===== src/rtl/ses_consts.svh =====
`ifndef SES_CONSTS_SVH
`define SES_CONSTS_SVH
// Reset values and sequencing counts
`define SES_PIN_RST        3'h6
`define SES_CNT_RST        4'h0
`define SES_SWITCH_CYCLES  4'h4
`define SES_RTC_DIV        16'h0000
`endif


===== src/rtl/ses_pkg.sv =====
package ses_pkg;
  // Sequencer states
  typedef enum logic [1:0] {
    SES_HOLD   = 2'b00,
    SES_SWITCH = 2'b01,
    SES_FROZEN = 2'b10,
    SES_RUN    = 2'b11
  } ses_state_type;

  // RAM interface status bundle
  typedef struct packed {
    logic on_core;
    logic frozen;
    logic access;
  } ses_ram_type;
endpackage


===== src/rtl/ses_standby_exit_sequencer.sv =====
// Contract
// - Standby exit is a normal power-on; retained RAM stays powered from standby supply.
// - Device holds itself in reset from low-voltage detector until core supply is up.
// - On internal reset release RAM moves to core supply while interface stays frozen.
// - RAM access stays blocked after reset until software sets RAM enable bit.
// - RTC counts through standby with 32 kHz reference; main reference stops when off.
// - Clearing RAM enable freezes the retained RAM interface at once.
// - Core supply below standby reference keeps RAM frozen regardless of enable bit.
`timescale 1ns/1ns
`default_nettype none
`include "ses_consts.svh"

module ses_standby_exit_sequencer #(
  parameter logic [3:0] SWITCH_CYCLES = `SES_SWITCH_CYCLES
) (
  input  wire logic I_CLK,
  input  wire logic I_RST_N,
  input  wire logic I_EXTERNAL_RESET_PIN_N,
  input  wire logic I_LOW_VOLTAGE_DETECTOR,
  input  wire logic I_CORE_SUPPLY_LOW,
  input  wire logic I_RETAINED_RAM_ENABLE,
  input  wire logic I_RTC_REF_LOWPOWER,
  input  wire logic I_RTC_TICK,
  output var  logic O_INTERNAL_RESET_N,
  output var  logic O_RAM_ON_CORE_SUPPLY,
  output var  logic O_RAM_FROZEN,
  output var  logic O_RAM_ACCESS_EN,
  output var  logic O_RTC_COUNT_EN
);

  // Refuse a zero settle count, which would end the switch after one cycle, as a count of one does
  generate
    if (SWITCH_CYCLES == 4'h0) begin : g_bad_switch
      $error("SWITCH_CYCLES must be at least one");
    end
  endgenerate

  // Pin-side levels: bit 0 reset pin, bit 1 detector, bit 2 core low
  localparam int unsigned          PIN_COUNT = 3;
  localparam logic [PIN_COUNT-1:0] PIN_RST   = `SES_PIN_RST;  // Pin low, detector on, core low

  logic [PIN_COUNT-1:0] pin_raw;
  logic [PIN_COUNT-1:0] pin_stable;
  logic                 rst_pin_stable;
  logic                 det_stable;
  logic                 low_stable;
  logic                 rst_pin_ok;
  logic                 det_ok;
  logic                 low_ok;

  assign pin_raw = {I_CORE_SUPPLY_LOW, I_LOW_VOLTAGE_DETECTOR, I_EXTERNAL_RESET_PIN_N};

  // Three stages per level; one-cycle glitches never reach the level
  for (genvar g = 0; g < PIN_COUNT; g++) begin : g_sync
    logic [2:0] stage;
    logic [2:0] next_stage;
    logic       level;
    logic       next_level;

    // Shift the pin in; adopt it once stages two and three agree
    always_comb begin
      next_stage = {stage[1:0], pin_raw[g]};
      next_level = level;
      if (stage[1] == stage[2]) begin
        next_level = stage[2];
      end
    end

    // Synchroniser registers, reset to the safe side of each level
    always_ff @(posedge I_CLK or negedge I_RST_N) begin
      if (!I_RST_N) begin
        stage <= {3{PIN_RST[g]}};
        level <= PIN_RST[g];
      end else begin
        stage <= next_stage;
        level <= next_level;
      end
    end

    assign pin_stable[g] = level;
  end

  // Reset holds while pin low or detector active
  assign rst_pin_stable = pin_stable[0];
  assign det_stable     = pin_stable[1];
  assign low_stable     = pin_stable[2];
  assign rst_pin_ok     = rst_pin_stable;
  assign det_ok         = !det_stable;
  assign low_ok         = !low_stable;

  // Sequencer next-state logic
  ses_pkg::ses_state_type state;
  ses_pkg::ses_state_type next_state;
  logic [3:0]             cnt;
  logic [3:0]             next_cnt;
  ses_pkg::ses_ram_type   ram;
  ses_pkg::ses_ram_type   next_ram;
  logic                   int_rst_n;
  logic                   next_int_rst_n;

  always_comb begin
    next_state     = state;
    next_cnt       = cnt;
    next_int_rst_n = int_rst_n;
    next_ram       = ram;
    case (state)
      ses_pkg::SES_HOLD: begin
        next_int_rst_n = 1'b0;
        next_ram       = '{on_core: 1'b0, frozen: 1'b1, access: 1'b0};
        next_cnt       = `SES_CNT_RST;
        if (rst_pin_ok && det_ok) begin
          next_state = ses_pkg::SES_SWITCH;
        end
      end
      ses_pkg::SES_SWITCH: begin
        next_int_rst_n = 1'b1;
        next_ram.on_core = 1'b1;
        next_ram.frozen  = 1'b1;
        next_cnt = cnt + 4'h1;
        if (cnt + 4'h1 >= SWITCH_CYCLES) begin
          next_state = ses_pkg::SES_FROZEN;
        end
      end
      ses_pkg::SES_FROZEN: begin
        next_ram.frozen = 1'b1;
        next_ram.access = 1'b0;
        if (I_RETAINED_RAM_ENABLE && low_ok) begin
          next_state = ses_pkg::SES_RUN;
          next_ram.frozen = 1'b0;
          next_ram.access = 1'b1;
        end
      end
      ses_pkg::SES_RUN: begin
        if (!I_RETAINED_RAM_ENABLE || !low_ok) begin
          next_state = ses_pkg::SES_FROZEN;
          next_ram.frozen = 1'b1;
          next_ram.access = 1'b0;
        end
      end
      default: begin
        next_state = ses_pkg::SES_HOLD;
      end
    endcase
    if (!(rst_pin_ok && det_ok)) begin
      next_state     = ses_pkg::SES_HOLD;
      next_int_rst_n = 1'b0;
      next_ram       = '{on_core: 1'b0, frozen: 1'b1, access: 1'b0};
    end
  end

  always_ff @(posedge I_CLK or negedge I_RST_N) begin
    if (!I_RST_N) begin
      state     <= ses_pkg::SES_HOLD;
      cnt       <= `SES_CNT_RST;
      int_rst_n <= 1'b0;
      ram       <= '{on_core: 1'b0, frozen: 1'b1, access: 1'b0};
    end else begin
      state     <= next_state;
      cnt       <= next_cnt;
      int_rst_n <= next_int_rst_n;
      ram       <= next_ram;
    end
  end

  // RTC count enable by reference choice
  logic rtc_en;
  logic next_rtc_en;

  always_comb begin
    next_rtc_en = I_RTC_TICK && (I_RTC_REF_LOWPOWER || int_rst_n);
  end

  always_ff @(posedge I_CLK or negedge I_RST_N) begin
    if (!I_RST_N) begin
      rtc_en <= 1'b0;
    end else begin
      rtc_en <= next_rtc_en;
    end
  end

  // Outputs straight from flops
  assign O_INTERNAL_RESET_N   = int_rst_n;
  assign O_RAM_ON_CORE_SUPPLY = ram.on_core;
  assign O_RAM_FROZEN         = ram.frozen;
  assign O_RAM_ACCESS_EN      = ram.access;
  assign O_RTC_COUNT_EN       = rtc_en;

  // Checks
  chk_frozen_in_reset: assert property (@(posedge I_CLK) disable iff (!I_RST_N)
    !int_rst_n |-> ram.frozen && !ram.access)
    else $error("RAM not frozen during reset");
  chk_pin_holds_reset: assert property (@(posedge I_CLK) disable iff (!I_RST_N)
    !rst_pin_stable |=> !int_rst_n)
    else $error("reset released with pin low");
  chk_det_holds_reset: assert property (@(posedge I_CLK) disable iff (!I_RST_N)
    det_stable |=> !int_rst_n)
    else $error("reset released with detector active");
  chk_switch_on_release: assert property (@(posedge I_CLK) disable iff (!I_RST_N)
    $rose(int_rst_n) |-> ram.on_core && ram.frozen)
    else $error("supply not switched on release");
  chk_supply_follows_reset: assert property (@(posedge I_CLK) disable iff (!I_RST_N)
    ram.on_core == int_rst_n)
    else $error("RAM supply does not follow internal reset");
  chk_enable_gates_access: assert property (@(posedge I_CLK) disable iff (!I_RST_N)
    $rose(ram.access) |-> $past(I_RETAINED_RAM_ENABLE))
    else $error("access without enable");
  chk_access_unfreezes: assert property (@(posedge I_CLK) disable iff (!I_RST_N)
    ram.access |-> !ram.frozen)
    else $error("access granted while frozen");
  chk_rtc_main_stops: assert property (@(posedge I_CLK) disable iff (!I_RST_N)
    !I_RTC_REF_LOWPOWER && !int_rst_n |=> !rtc_en)
    else $error("rtc counts on main ref in reset");
  chk_lowpower_counts: assert property (@(posedge I_CLK) disable iff (!I_RST_N)
    I_RTC_TICK && I_RTC_REF_LOWPOWER |=> rtc_en)
    else $error("rtc tick lost on low-power ref");
  chk_clear_freezes: assert property (@(posedge I_CLK) disable iff (!I_RST_N)
    ram.access && !I_RETAINED_RAM_ENABLE |=> ram.frozen && !ram.access)
    else $error("clear did not freeze");
  chk_low_core_frozen: assert property (@(posedge I_CLK) disable iff (!I_RST_N)
    low_stable |=> !ram.access)
    else $error("access while core low");
  chk_switch_before_en: assert property (@(posedge I_CLK) disable iff (!I_RST_N)
    $rose(int_rst_n) |-> !ram.access [*4])
    else $error("enable before switch done");

endmodule
`default_nettype wire


===== config.mk =====
export PLATFORM = sky130hd
export DESIGN_NAME = ses_standby_exit_sequencer
export DESIGN_NICKNAME = d
export VERILOG_FILES = /design/src/rtl/ses_pkg.sv /design/src/rtl/ses_standby_exit_sequencer.sv
export VERILOG_INCLUDE_DIRS = /design/src /design/src/rtl
export SDC_FILE = /design/constraint.sdc
export NUM_CORES = 1
export LEC_CHECK = 0
export CAP_MARGIN = 25
export CORE_MARGIN = 8
export CORE_UTILIZATION = 31
export DETAILED_ROUTE_END_ITERATION = 6
export DONT_BUFFER_PORTS = 1
export PLACE_DENSITY = 0.41
export SYNTH_ARGS = -nofsm -noshare
export SYNTH_HDL_FRONTEND = slang
export SYNTH_SLANG_ARGS = --single-unit

===== constraint.sdc =====
create_clock -name I_CLK -period 1.7 [get_ports I_CLK]
set_input_delay 0.17 -clock I_CLK [delete_from_list [all_inputs] [get_ports I_CLK]]
set_output_delay 0.17 -clock I_CLK [all_outputs]
set_load 0.005 [all_outputs]

After elaboration in Yosys (flattened, before gate mapping):

Cells that the tools add are included.

* $add $sub $neg: 1
* $lt $le $gt $ge: 1
* equality and inequality tests: 11
* mux-type cells: 12
* reduce and logical (&&, ||, !) cells: 13

Operator list (number)
* 2-bit 2-to-1 mux: 5
* 3-bit inequality test (second input constant): 3
* 2-bit one-hot mux with 4 select lines: 1
* 4-bit one-hot mux with 2 select lines: 1
* 1-bit one-hot mux with 3 select lines: 2
* 4-bit by 1-bit adder with 4-bit output (second input constant): 1
* 2-bit == test (second input constant): 2
* 4-bit by 3-bit greater-or-equal comparator with 1-bit output (second input constant): 1
* 4-bit by 1-bit inequality test with 1-bit output (second input constant): 1
* 1-bit == test: 3
* 1-bit logical AND: 3
* 1-bit logical NOT: 3
* 3-bit 2-to-1 mux: 1
* 3-bit by 1-bit inequality test with 1-bit output (second input constant): 1
* 3-bit AND reduction: 1
* 2-bit by 1-bit == test with 1-bit output (second input constant): 1
* 2-bit logical NOT: 1
* 1-bit logical OR: 2
* 1-bit one-hot mux with 2 select lines: 1
* 2-bit AND reduction: 1
* 2-bit nonzero test: 1
* 2-bit OR reduction: 1
* 1-bit 2-to-1 mux: 1

* register bits: 23
* input bits: 8
* output and inout port bits: 5
* logic and storage cells: 51

Longest topological paths before layout:

* depth in word-level cells: 5
* gate-level depth with buffers: 5
* gate-level depth less buffers: 5

Least setup slack after synthesis:

No wires, ideal clock.

* path type: register to register
* start point: register cnt[0]
* end point: register state[1]
* setup time: 118 ps
* arrival: 1247 ps
* required time: 1582 ps
* slack: 334 ps
* cell stages (with the launch flop): 6
* buffers on the path: 0
* clock period less this slack: 1366 ps
* cell sequence: dfrtp_1 -> ha_1 -> nor3_1 -> a41oi_2 -> a21o_1 -> and2b_1

* cells in the longest elaborated chain, start to end: 4

Ends and longest elaborated chain
* start: declaration: line ses_standby_exit_sequencer.sv:94 `logic [3:0] cnt;`
* start signal: assignment: line ses_standby_exit_sequencer.sv:154 `` cnt <= `SES_CNT_RST; ``
* start signal: assignment: line ses_standby_exit_sequencer.sv:159 `cnt <= next_cnt;`
* 4-bit by 1-bit adder with 4-bit output: line ses_standby_exit_sequencer.sv:120 `if (cnt + 4'h1 >= SWITCH_CYCLES) begin`
* 4-bit by 3-bit greater-or-equal comparator with 1-bit output: line ses_standby_exit_sequencer.sv:120
* 3-bit inequality test (no source line)
* 3-bit AND reduction (no source line)
* end signal: assignment: line ses_standby_exit_sequencer.sv:153 `state <= ses_pkg::SES_HOLD;`
* end signal: assignment: line ses_standby_exit_sequencer.sv:158 `state <= next_state;`
* end: declaration: line ses_standby_exit_sequencer.sv:92 `ses_pkg::ses_state_type state;`

Every way passes these cells.
A chain may end at the register's enable or synchronous reset.

Final worst setup path:

Ends and elaborated chain as after synthesis.

==> flow_metrics.env <==
export IMPL_initial_core_util_pct=32.5
export IMPL_yosysMostFrequentCell="dfrtp_1"
export IMPL_antenna_left=0
export IMPL_antenna_cells=0
export IMPL_path_clk_slew_ns=0.12
export IMPL_die_h_um=67.0
export IMPL_port_buffers=0
export IMPL_yosysTopAreaCell="dfrtp_1"
export IMPL_drive_above_1_share_pct=23.1
export IMPL_synth_top_cell_area_share_pct=40.4
export IMPL_die_area_um2=4490
export IMPL_finalMaxSlewViolations=0
export IMPL_rows=18
export IMPL_wl_per_cell_um=13.3
export IMPL_hold_viol=0
export IMPL_syn_nets=65
export IMPL_insertion_delay_ns=0.30
export IMPL_power_density_nw_per_um2=1070
export IMPL_grt_pass1_vias=532
export IMPL_cts_sinks=22
export IMPL_h_tree_depth=1
export IMPL_peakVddDrop_v=0.000548
export IMPL_via_per_inst=4.68
export IMPL_dpl_hpwl_um=853
export IMPL_drc_errors=0
export IMPL_finalPower_mw=1.03
export IMPL_min_path_type="in -> reg"
export IMPL_synthFlopType="dfrtp_1"
export IMPL_core_area_um2=2480
export IMPL_fin_crit_ns=1.44
export IMPL_cts_root_buffer="clkbuf_4"
export IMPL_vias=445
export IMPL_avgSynthCellArea_um2=14.4
export IMPL_area_growth_pct=18.9
export IMPL_run_status="completed"
export IMPL_post_cts_buffers=0
export IMPL_cts_tree="built"
export IMPL_dr_pass1_iters=4
export IMPL_io_pins=13
export IMPL_dr_first_iter_drc_count=14
export IMPL_max_freq_ghz=0.693
export IMPL_synth_commonest_cells="dfrtp_1 (13), dfstp_2 (9), maj3_1 (3), nand2_1 (3), nand2b_1 (3)"
export IMPL_worstSetupPathType="reg -> reg"
export IMPL_path_max_fanout=6
export IMPL_power_leakage_nw=0.411
export IMPL_cp_required_ns=1.91
export IMPL_grt_usage_pct=7.02
export IMPL_fin_setup_tns_ns=0
export IMPL_async_flop_share_pct=100
export IMPL_synth_cells=56
export IMPL_grt_max_degree=23
export IMPL_placed_area_um2=831
export IMPL_clk_path_buf_depth=2
export IMPL_yosysWarnings=0
export IMPL_nets=75
export IMPL_max_slew_margin_pct=80.8
export IMPL_holdWs_ns=0.0995
export IMPL_synth_yosys_seq_area_share_pct=69.7
export IMPL_gp_congestion=0.714
export IMPL_cp_arrival_ns=1.65
export IMPL_grt_pass1_wl_mm=2.38
export IMPL_yosys_cell_types_count=23
export IMPL_endpoint_kind="flop"
export IMPL_cts_buffers=3
export IMPL_start_kind="flop"
export IMPL_synth_seq_cells=22
export IMPL_die_x_um=67.0
export IMPL_finish_instance_area_um2=958
export IMPL_max_cap_violations=0
export IMPL_overflow=0
export IMPL_clock_skew_ns=0.00537
export IMPL_rsz0062_at_grt="no"
export IMPL_finalCritPeriodShare_pct=84.9
export IMPL_synth_area_leaders="dfrtp_1 (40%), dfstp_2 (29%), maj3_1 (3.7%)"
export IMPL_drt_total_wl_mm=1.26
export IMPL_tightest_slew_ns=0.289
export IMPL_antenna_found_initial=0
export IMPL_netlist_area_um2=806
export IMPL_synth_edff_count=0
export IMPL_finalSetupViolCount=0
## repair_timing
item / CTS / global route
endpoints found under the setup margin: 0 / 0
hold endpoints to repair: 26 / 0
resized for setup: 0 / 0
hold buffers: 6 / 0
## registers in the layout (all words and copies together), names as in the netlist, 2 cells and up
signal / count
cnt: 4
g_sync.level: 2
g_sync.stage: 9
state: 2
## path summary, 6_finish.rpt
kind / from / cells after the start / end / slack, ns
worst min-delay path: I_RETAINED_RAM_ENABLE / 2 / state[0]$_DFFE_PN0P_ / 0.1
max in group asynchronous: I_RST_N / 2 / g_sync[2].stage[1]$_DFF_PN1_ / 1.11
min in group asynchronous: I_RST_N / 1 / g_sync[0].stage[2]$_DFF_PN0_ / 0.13
worst max-delay path: cnt[0]$_DFFE_PN0P_ / 5 / state[1]$_DFFE_PN0P_ / 0.26
worst min register to register: g_sync[1].stage[0]$_DFF_PN1_ / 0 / g_sync[1].stage[1]$_DFF_PN1_ / 0.36
worst max register to register: cnt[0]$_DFFE_PN0P_ / 5 / state[1]$_DFFE_PN0P_ / 0.26
## final cells by class
type	instances	area, µm²
Clock buffer	3	22.5
Clock inverter	1	30.0
Fill cell	246	1520
Inverter	2	7.51
Multi-Input combinational cell	30	224
Sequential cell	22	562
Tap cell	30	37.5
Timing Repair Buffer	7	75.1
## through the flow
step,utilization (%),worst slack (ns),instances
after floorplan,-,0.334,56
after global placement,33.5,0.293,84
after detailed placement,33.5,0.270,84
after CTS,38.1,0.240,94
after global routing,38.7,0.145,95
final,38.7,0.256,95
## power breakdown
part	switching (mW)	internal, mW	total [mW]	leakage, nW
clock	0.154	0.238	0.392	0.0279
sequential	0.0227	0.561	0.584	0.263
combinational	0.0255	0.0277	0.0532	0.120
## critical path: stages (launching register included)
cell     delay [ns]
dfrtp_1        0.45
ha_1           0.27
nor3_1         0.24
a41oi_2        0.05
a21o_1         0.20
and2b_1        0.15
## cell usage in the layout (no fill, tap or decap), drive strengths merged
cell type	Yosys	routed
a211o	1	1
a21bo	1	1
a21o	2	2
a21oi	2	2
a221oi	1	1
a22o	2	2
a41oi	1	1
and2b	1	1
buf	2	1
bufinv	0	1
clkbuf	0	3
dfrtp	13	13
dfstp	9	9
dlygate4sd3	0	6
ha	1	1
inv	2	2
maj3	3	3
mux2i	1	1
nand2	3	3
nand2b	3	3
nand3	1	1
nand3b	2	2
nor3	2	2
o21a	1	1
o21ai	2	2
## cell families after synthesis
family / synth area share (%)
multiplexers: 1.24
AO/OA/AOI/OAI: 12.9
AND/OR/NAND/NOR: 8.38
adder cells (fa/ha/maj): 5.28
flip-flops: 69.7
buffers and inverters: 2.48
## layer usage
layer | wire, µm | vias up | part of all wire, % | global-route usage, %
met3 | 83 | 4 | 6.6 | 2.35
met2 | 571 | 12 | 45 | 10.3
met1 | 579 | 214 | 46 | 8.53
li1 | - | 215 | - | -
met5 | 0 | - | 0 | 0
met4 | 28 | 0 | 2.2 | 4.70
Note: power is estimated with default switching activity, not from simulation.
